**src/ddrop_map.vh**
```
// Constants of the dual-data-rate sample output port.
// Assumes a system clock of 100 MHz and a sampling clock well below half of it.
`ifndef DDROP_MAP_VH
`define DDROP_MAP_VH

// ----------------------------------------------------------------------------
// Word and lane layout
// ----------------------------------------------------------------------------
`define DDROP_SAMPLE_BITS   16
`define DDROP_PAIR_COUNT    8
`define DDROP_FIFO_DEPTH    16
`define DDROP_FIFO_AW       4
`define DDROP_CHANNEL_COUNT 2

// ----------------------------------------------------------------------------
// Timing
// ----------------------------------------------------------------------------
`define DDROP_CLK_PERIOD_NS 10
// Lag of the forwarded clock behind the data change, less one clk period; a quarter of a 160 ns cycle
`define DDROP_SKEW_NS       40
`define DDROP_SKEW_CYCLES   (`DDROP_SKEW_NS / `DDROP_CLK_PERIOD_NS)

// ----------------------------------------------------------------------------
// Reset values
// ----------------------------------------------------------------------------
`define DDROP_RST_LANES     8'h00
`define DDROP_RST_WORD      32'h0000_0000

`endif

```
**src/ddrop_port.v**
```verilog
// Dual-data-rate output port for two 16-bit sample channels.
// Assumes samples arrive on clk; the sampling clock is an asynchronous pin.
// The sampling clock runs well below half the system clock rate.
//
// Behaviour
// - Each 16-bit word goes out two bits per pair.
// - Odd bit of each pair leads, even follows.
// - Forwarded clock runs at sampling clock frequency.
// - One whole word per channel per clock period.
`timescale 1ns/1ps
`include "ddrop_map.vh"

module ddrop_port #(
  parameter SAMPLE_BITS = `DDROP_SAMPLE_BITS,
  parameter PAIRS       = `DDROP_PAIR_COUNT,
  parameter FIFO_DEPTH  = `DDROP_FIFO_DEPTH,
  parameter SKEW_CYCLES = `DDROP_SKEW_CYCLES
) (
  input  wire                   clk,
  input  wire                   resetn,
  input  wire                   samplingClock,
  input  wire [SAMPLE_BITS-1:0] firstChannelSample,
  input  wire [SAMPLE_BITS-1:0] secondChannelSample,
  input  wire                   sampleValid,
  output wire                   sampleReady,
  output reg  [PAIRS-1:0]       firstChannelBitPairs,
  output reg  [PAIRS-1:0]       secondChannelBitPairs,
  output reg                    forwardedWordClock,
  output reg                    sampleUnderrun
);

  localparam WW      = `DDROP_CHANNEL_COUNT * SAMPLE_BITS;
  localparam FIFO_AW = $clog2(FIFO_DEPTH);

  // Lane states, one-hot
  localparam ST_IDLE = 3'b001;
  localparam ST_ODD  = 3'b010;
  localparam ST_EVEN = 3'b100;

  // ----------------------------------------------------------------------------
  // Declarations
  // ----------------------------------------------------------------------------
  // Sampling clock synchroniser and edge detector
  reg                  sync1_q;
  reg                  sync2_q;
  reg                  sync3_q;
  reg                  level_q;
  reg                  levelPrev_q;
  wire                 riseEvt;
  wire                 fallEvt;

  // Lane path state and next values
  reg  [2:0]           state_q;
  reg  [2:0]           state_d;
  reg  [WW-1:0]        hold_q;
  reg  [WW-1:0]        hold_d;
  reg  [PAIRS-1:0]     firstLanes_d;
  reg  [PAIRS-1:0]     secondLanes_d;

  // Buffer head and forwarded clock delay line
  wire [WW-1:0]        fifoData;
  wire                 fifoValid;
  wire [WW-1:0]        wordNow;
  reg  [SKEW_CYCLES:0] skew_q;

  // ----------------------------------------------------------------------------
  // Lane split helpers
  // ----------------------------------------------------------------------------
  // Odd bits of a word, pair k gets bit 2k+1
  function [PAIRS-1:0] oddBits;
    input [SAMPLE_BITS-1:0] w;
    integer k;
    begin
      for (k = 0; k < PAIRS; k = k + 1)
        oddBits[k] = w[2*k+1];
    end
  endfunction

  // Even bits of a word, pair k gets bit 2k
  function [PAIRS-1:0] evenBits;
    input [SAMPLE_BITS-1:0] w;
    integer k;
    begin
      for (k = 0; k < PAIRS; k = k + 1)
        evenBits[k] = w[2*k];
    end
  endfunction

  // ----------------------------------------------------------------------------
  // Sample buffer
  // ----------------------------------------------------------------------------
  // One word pair leaves per sampling rise
  // Channel two sits in the upper half of each entry
  ddrop_fifo #(
    .WIDTH (WW),
    .DEPTH (FIFO_DEPTH),
    .AW    (FIFO_AW)
  ) uFifo (
    .clk      (clk),
    .resetn   (resetn),
    .inData   ({secondChannelSample, firstChannelSample}),
    .inValid  (sampleValid),
    .inReady  (sampleReady),
    .outData  (fifoData),
    .outValid (fifoValid),
    .outReady (riseEvt)
  );

  // ----------------------------------------------------------------------------
  // Sampling clock recovery
  // ----------------------------------------------------------------------------
  // Three-stage sampling; level moves once stages two and three agree
  always @(posedge clk)
  begin
    if (!resetn)
    begin
      sync1_q     <= 1'b0;
      sync2_q     <= 1'b0;
      sync3_q     <= 1'b0;
      level_q     <= 1'b0;
      levelPrev_q <= 1'b0;
    end
    else
    begin
      sync1_q     <= samplingClock;
      sync2_q     <= sync1_q;
      sync3_q     <= sync2_q;
      level_q     <= (sync2_q == sync3_q) ? sync3_q : level_q;
      levelPrev_q <= level_q;
    end
  end

  // ----------------------------------------------------------------------------
  // Edge events
  // ----------------------------------------------------------------------------
  // Single-cycle strobes on each settled level change
  assign riseEvt = level_q & ~levelPrev_q;
  assign fallEvt = ~level_q & levelPrev_q;

  // Empty buffer falls back on the last word sent
  assign wordNow = fifoValid ? fifoData : hold_q;

  // ----------------------------------------------------------------------------
  // Lane next values
  // ----------------------------------------------------------------------------
  // Odd half on sampling rise, even half of same word on fall
  always @*
  begin
    state_d       = state_q;
    hold_d        = hold_q;
    firstLanes_d  = firstChannelBitPairs;
    secondLanes_d = secondChannelBitPairs;
    case (state_q)
      ST_IDLE, ST_EVEN:
      begin
        if (riseEvt)
        begin
          hold_d        = wordNow;
          firstLanes_d  = oddBits(wordNow[SAMPLE_BITS-1:0]);
          secondLanes_d = oddBits(wordNow[WW-1:SAMPLE_BITS]);
          state_d       = ST_ODD;
        end
      end
      ST_ODD:
      begin
        if (fallEvt)
        begin
          firstLanes_d  = evenBits(hold_q[SAMPLE_BITS-1:0]);
          secondLanes_d = evenBits(hold_q[WW-1:SAMPLE_BITS]);
          state_d       = ST_EVEN;
        end
      end
      default:
        state_d = ST_IDLE;
    endcase
  end

  // ----------------------------------------------------------------------------
  // Lane registers
  // ----------------------------------------------------------------------------
  // Lanes and underrun strobe, all straight from flops
  always @(posedge clk)
  begin
    if (!resetn)
    begin
      state_q               <= ST_IDLE;
      hold_q                <= `DDROP_RST_WORD;
      firstChannelBitPairs  <= `DDROP_RST_LANES;
      secondChannelBitPairs <= `DDROP_RST_LANES;
      sampleUnderrun        <= 1'b0;
    end
    else
    begin
      state_q               <= state_d;
      hold_q                <= hold_d;
      firstChannelBitPairs  <= firstLanes_d;
      secondChannelBitPairs <= secondLanes_d;
      sampleUnderrun        <= riseEvt & ~fifoValid;
    end
  end

  // ----------------------------------------------------------------------------
  // Forwarded clock
  // ----------------------------------------------------------------------------
  // Inverted sampling level, delayed so edges sit mid-bit
  always @(posedge clk)
  begin
    if (!resetn)
    begin
      skew_q             <= {(SKEW_CYCLES+1){1'b1}};
      forwardedWordClock <= 1'b1;
    end
    else
    begin
      skew_q             <= {skew_q[SKEW_CYCLES-1:0], ~level_q};
      forwardedWordClock <= skew_q[SKEW_CYCLES];
    end
  end

endmodule // ddrop_port

```
**src/ddrop_fifo.v**
```verilog
// Synchronous FIFO with valid/ready on both sides and registered flags.
// Assumes both sides run on clk; reset is synchronous, active low.
`timescale 1ns/1ps
`include "ddrop_map.vh"

module ddrop_fifo #(
  parameter WIDTH = 32,
  parameter DEPTH = `DDROP_FIFO_DEPTH,
  parameter AW    = `DDROP_FIFO_AW
) (
  input  wire             clk,
  input  wire             resetn,
  input  wire [WIDTH-1:0] inData,
  input  wire             inValid,
  output reg              inReady,
  output wire [WIDTH-1:0] outData,
  output reg              outValid,
  input  wire             outReady
);

  reg  [WIDTH-1:0] mem [0:DEPTH-1];
  reg  [AW-1:0]    wrPtr_q;
  reg  [AW-1:0]    rdPtr_q;
  reg  [AW:0]      count_q;
  reg  [AW:0]      count_d;
  wire             push;
  wire             pop;

  // ----------------------------------------------------------------------------
  // Handshakes
  // ----------------------------------------------------------------------------
  assign push    = inValid & inReady;
  assign pop     = outValid & outReady;
  assign outData = mem[rdPtr_q];

  // Next fill level
  always @*
  begin
    count_d = count_q;
    if (push & ~pop)
      count_d = count_q + 1'b1;
    else if (pop & ~push)
      count_d = count_q - 1'b1;
  end

  // Storage without reset
  always @(posedge clk)
  begin
    if (push)
      mem[wrPtr_q] <= inData;
  end

  // Pointers and honest flags
  always @(posedge clk)
  begin
    if (!resetn)
    begin
      wrPtr_q  <= {AW{1'b0}};
      rdPtr_q  <= {AW{1'b0}};
      count_q  <= {(AW+1){1'b0}};
      inReady  <= 1'b0;
      outValid <= 1'b0;
    end
    else
    begin
      if (push)
        wrPtr_q <= (wrPtr_q == DEPTH - 1) ? {AW{1'b0}} : wrPtr_q + 1'b1;
      if (pop)
        rdPtr_q <= (rdPtr_q == DEPTH - 1) ? {AW{1'b0}} : rdPtr_q + 1'b1;
      count_q  <= count_d;
      inReady  <= (count_d < DEPTH);
      outValid <= (count_d != {(AW+1){1'b0}});
    end
  end

endmodule // ddrop_fifo

```
**config.mk**
```make
export PLATFORM = sky130hd
export DESIGN_NAME = ddrop_port
export DESIGN_NICKNAME = d
export VERILOG_FILES = /design/src/ddrop_port.v /design/src/ddrop_fifo.v
export VERILOG_INCLUDE_DIRS = /design/src
export SDC_FILE = /design/constraint.sdc
export NUM_CORES = 1
export LEC_CHECK = 0
export BUFFER_PORTS_ARGS = -buffer_cell sky130_fd_sc_hd__clkbuf_2
export CORE_ASPECT_RATIO = 2
export CORE_MARGIN = 5
export CORE_UTILIZATION = 35
export CTS_BUF_LIST = sky130_fd_sc_hd__clkbuf_8
export DETAILED_ROUTE_END_ITERATION = 7
export GPL_TIMING_DRIVEN = 1
export PLACE_DENSITY = 0.6
export SLEW_MARGIN = 20
export SYNTH_ARGS = -nofsm -noshare
export SYNTH_HDL_FRONTEND = slang
export SYNTH_SLANG_ARGS = --single-unit
```
**constraint.sdc**
```tcl
create_clock -name clk -period 4.1 [get_ports clk]
set_clock_uncertainty 0.1 [all_clocks]
set_input_delay 0 -clock clk [delete_from_list [all_inputs] [get_ports clk]]
set_output_delay 0 -clock clk [all_outputs]
set_load 0.005 [all_outputs]
```
* Yosys cells after proc, flatten, opt, wreduce, memory -nomap -nowiden *
Memory sizes are Yosys's and may differ from the RTL's. A register that Yosys moved wholly into a read port is not among the register bits.
Cells that the tools add are included.

operators by class
  add/sub/neg operators = 4
  $lt $le $gt $ge = 1
  equality and inequality tests = 8
  muxes and demuxes = 18
  bitwise gates (word level) = 12
  reduce and logical (&&, ||, !) cells = 7

operator list
  cell                 count
  $mux 32              1
  $mux 8               4
  $pmux 8 s2           2
  $mux 4               4
  $mux 5               2
  $add 4x1->4 const B  2
  $eq 4x4->1 const B   2
  $and 1x1->1          7
  $mux 3               2
  $pmux 3 s2           1
  $reduce_and 3->1     2
  $add 5x1->5 const B  1
  $lt 5x5->1 const B   1
  $not 1->1            5
  $reduce_bool 5->1    1
  $sub 5x1->5 const B  1
  $ne 2x2->1 const B   2
  $reduce_and 2->1     2
  $eq 3x1->1 const B   1
  $eq 3x2->1 const B   1
  $eq 3x3->1 const B   1
  $mux 1               2
  $reduce_bool 2->1    1
  $reduce_or 2->1      1
  $eq 1x1->1           1

word-level totals
  bits in registers = 78
  RAM bits = 512
  input bits = 36
  output and inout bits = 19
  word-level logic and storage cells = 69
  memories = 1

memory list
  name       words  bits a word  rd ports  clocked after Yosys merged registers in  write ports  RTL line         source
  uFifo.mem  16     32           1         1                                        1            ddrop_fifo.v:21  reg [WIDTH-1:0] mem [0:DEPTH-1];

* Depth between registers and ports, before layout *
  depth after elaboration = 7
  mapped depth = 7
  gate-level depth less buffers = 6

* By module *
Synthesis repeated with hierarchy kept, for this count alone.

unflattened totals
  cells, all modules = 1107
  area, all modules = 23032.1 um2

by module, submodules not included
  module      instances  cells an instance  area each (um2)  sequential area each (um2)
  ddrop_fifo  1          825                20408.3          15755.1
  ddrop_port  1          282                2623.8           1261.2

* Worst setup path after synthesis *
No wires, ideal clock.

  kind = reg-to-reg
  start point = reg uFifo.inReady
  end point = mem uFifo.mem[4][0], enable pin
  setup time = 392 ps
  arrival = 1743 ps
  required time = 3608 ps
  slack = 1865 ps
  stages on the path, launching flop included = 6
  buffers on the path = 1
  clock period less this slack = 2235 ps
  cell sequence = dfxtp_1 and2_1 clkbuf_1 nand2_1 nor2_1 and2_1

on the way
  word-level cells in the longest chain between the ends = 3

RTL lines
  element                       RTL line         source
  from (decl)                   ddrop_fifo.v:15  output reg inReady,
  from (signal assigned)        ddrop_fifo.v:71  inReady <= (count_d < DEPTH);
  $and 1x1->1                   ddrop_fifo.v:32  assign push = inValid & inReady;
  $mux 1                        ddrop_fifo.v:49  if (push)
  $mux 1 (not written as such)  ddrop_fifo.v:50  mem[wrPtr_q] <= inData;
  to (decl)                     ddrop_fifo.v:21

No other way between the ends.

==> results by group <==
CTS
  – Clk slew on worst S/H paths: 70 ps
  – CTS tree: yes
  – Clock root cell: clkbuf_8
  – CTS resizes: 0
  – Clock Sinks: 594
  – CTS H-tree lvls: 3
  – Clock Tree Buf Depth: 3
  – Num CTS Buffers: 83
  – Clk Latency, worst-skew pair: 680 ps

Cells and area
  – Nets@finish: 1432
  – Final-layout fill cell count: 5886
  – Commonest non-fill, non-tap cells in the layout: edfxtp_1, mux4_2, clkbuf_8
  – Layout cells sized above 1: 26.8%
  – Commonest non-fill, non-tap cell in the layout: edfxtp_1
  – Non-filler instance count after layout: 2327
  – FF/Latch Area: 17000 sq um
  – Finished Core Util: 40.5%
  – Syn-to-layout area delta: 14.9%
  – Area of the multi-input gates: 5400 sq um

Timing
  – RSZ-0062 raised after global routing: false
  – Slew HR: 26.6%
  – Fmax: 350 MHz
  – Hold Fails Final Rpt: 0
  – Final setup fails: 0
  – Final hold slack: 154 ps
  – Least-Margin Pin Slew: 1100 ps
  – Tmin final: 2860 ps
  – Setup TNS: 0 ps
  – Slew Limit Fails: 0
  – Final setup margin: 1240 ps
  – Final period util: 69.7%

Yosys
  – Synth unique cells: 51
  – Synth Flop Type: edfxtp_1
  – Register area share after synthesis: 74.7%
  – Syn_area_per_cell: 18.5 sq um
  – EDFF count, synth: 512
  – Share of flip-flops with an asynchronous set or reset: 0%
  – Yosys warns: 0
  – Netlist Area Pre-Place: 22800 sq um
  – #FFs+latches synth: 594
  – Cells after Synth: 1235
  – Mapped Nets: 1278

Power
  – Peak supply drop: 0.177 mV
  – Pwr per Cell Area: 433 nW/um^2
  – Leakage power: 8.22 nW

Placement
  – Port-buffer cells: 54
  – Global placer's final weighted congestion: 0.837
  – Detailed Place HPWL: 35.5 mm
  – Placement Setup Slack: 1230 ps
  – Cells after DPL: 2136

Floorplan
  – Width of the die: 190 um
  – Rows: 132
  – Die height: 371 um
  – Total core area: 64700 sq um
  – Ports: 55
  – Initial core utilization: 35.2%
  – Die area: 70600 sq um

GRT
  – GR Util All Layers: 16.8%
  – GRT Residual Overflow: 0
  – Antenna violations before repair: 2
  – Number of global-route vias before repair: 12800
  – Pin count of the biggest net entering global routing: 46
  – Global-route wire length before repair: 87.1 mm

Route
  – # DRC: 0
  – First-pass DRT Iterations: 6
  – Drt initial violations: 1215
  – Via-to-Cell Ratio: 5.35
  – Total wire length: 59.4 mm
  – Via count: 12500
  – DR WL/cell: 25.5 um
  – Antenna Violating Nets Remaining: 0

Outcome
  – Run status: finished clean

Setup path
  – Max FO, Critical Path: 36
  – Crit Path Category: register to register
  – Worst EP arrival: 3370 ps
  – Crit end category: register
  – CP Launch Type: register
  – CP required: 4610 ps

Flow run
  – Max_cap viols: 0

Worst hold path
  – Min-Delay Path Class: primary input to register
per-layer routing:
layer / up-vias / GRT usage (%) / wire [um]
met4: 0 / 7.64 / 2530
met5: - / 0 / 0
met2: 492 / 30.5 / 32200
li1: 5324 / - / -
met3: 135 / 2.90 / 3260
met1: 6505 / 19.2 / 21400
power breakdown:
| part | switching, mW | internal, mW |
|---|---|---|
| logic | 0.187 | 0.0955 |
| clock network | 2.23 | 2.22 |
| registers | 0.0206 | 6.59 |
| total | 2.44 | 8.91 |
critical path: stages, from the launching register on:
cell	delay, ps
dfxtp_4	580
buf_4	550
nor2_1	120
buf_4	270
a221oi_1	640
o221ai_1	280
a31oi_1	220
cell usage after synthesis, types with 7 or more instances:
library cell	number	area (sq um)
mux4_2	96	2160
a221oi_1	11	96.3
clkbuf_1	37	139
a22oi_1	48	360
buf_4	8	60.1
o21ai_0	21	105
inv_1	8	30.0
ha_1	7	87.6
o22ai_1	17	106
edfxtp_1	512	15400
mux2i_1	28	280
nor2_1	48	180
a31oi_1	18	113
nand2_1	54	203
dfxtp_1	82	1640
o221ai_1	16	140
buf_2	11	55.1
a211oi_1	9	67.6
a21oi_1	45	225
nand2b_1	10	62.6
and2_1	21	131
mux2_2	48	541
a31o_2	12	105
nor2b_1	10	62.6
layout make-up:
class / count / share of cell area, %
diodes: 1 / 0.00955
clock buffers: 90 / 4.73
clock inverters: 61 / 1.35
inverters: 8 / 0.115
multi-input cells: 563 / 20.6
flip-flops and latches: 594 / 65.0
well taps: 871 / 4.16
repair buffers: 139 / 4.03
sequential cells by signal (all words and copies together), names as in the netlist, named ones only:
| signal | count |
|---|---|
| uFifo.outValid | 1 |
| forwardedWordClock | 1 |
| skew_q | 5 |
| uFifo.wrPtr_q | 4 |
| sync3_q | 1 |
| uFifo.count_q | 5 |
| firstChannelBitPairs | 8 |
| hold_q | 32 |
| secondChannelBitPairs | 8 |
| sync2_q | 1 |
| sampleUnderrun | 1 |
| uFifo.rdPtr_q | 4 |
| uFifo.mem | 512 |
| sync1_q | 1 |
| uFifo.inReady | 1 |
| level_q | 1 |
| state_q | 3 |
| levelPrev_q | 1 |
metrics by stage:
stage	power, mW	cell area, sq um
CTS	11.5	26200
global placement	6.97	24200
detailed placement	6.98	24200
finish	11.3	26200
floorplan	6.84	22800
global route	11.8	26200
final timing paths:
check                                                to  slack [ps]              startpoint  cells after the start
worst max-delay path            firstChannelBitPairs[7]        1240                register                      6
worst max register to register  firstChannelBitPairs[7]        1240                register                      6
worst min register to register                skew_q[2]         290               skew_q[1]                      1
worst min-delay path                   uFifo.mem[4][24]         150  secondChannelSample[8]                      2
cell families (layout without fill, tap and decap cells):
| family | count (synthesis) | count (layout) | synth area share (%) |
|---|---|---|---|
| buf+inv | 78 | 298 | 1.78 |
| xor+xnor | 5 | 5 | 0.192 |
| mux | 172 | 172 | 13.1 |
| other cells | 0 | 1 | 0 |
| compound gates | 213 | 213 | 6.41 |
| simple gates | 166 | 166 | 3.50 |
| fa+ha+maj | 7 | 7 | 0.384 |
| flops | 594 | 594 | 74.7 |
timing repair:
item,CTS,global route
hold buffers,39,0
hold endpoints to repair,562,0
buffers inserted,0,0
endpoints found under the setup margin,0,0
Power figures use the tool's default switching activity.
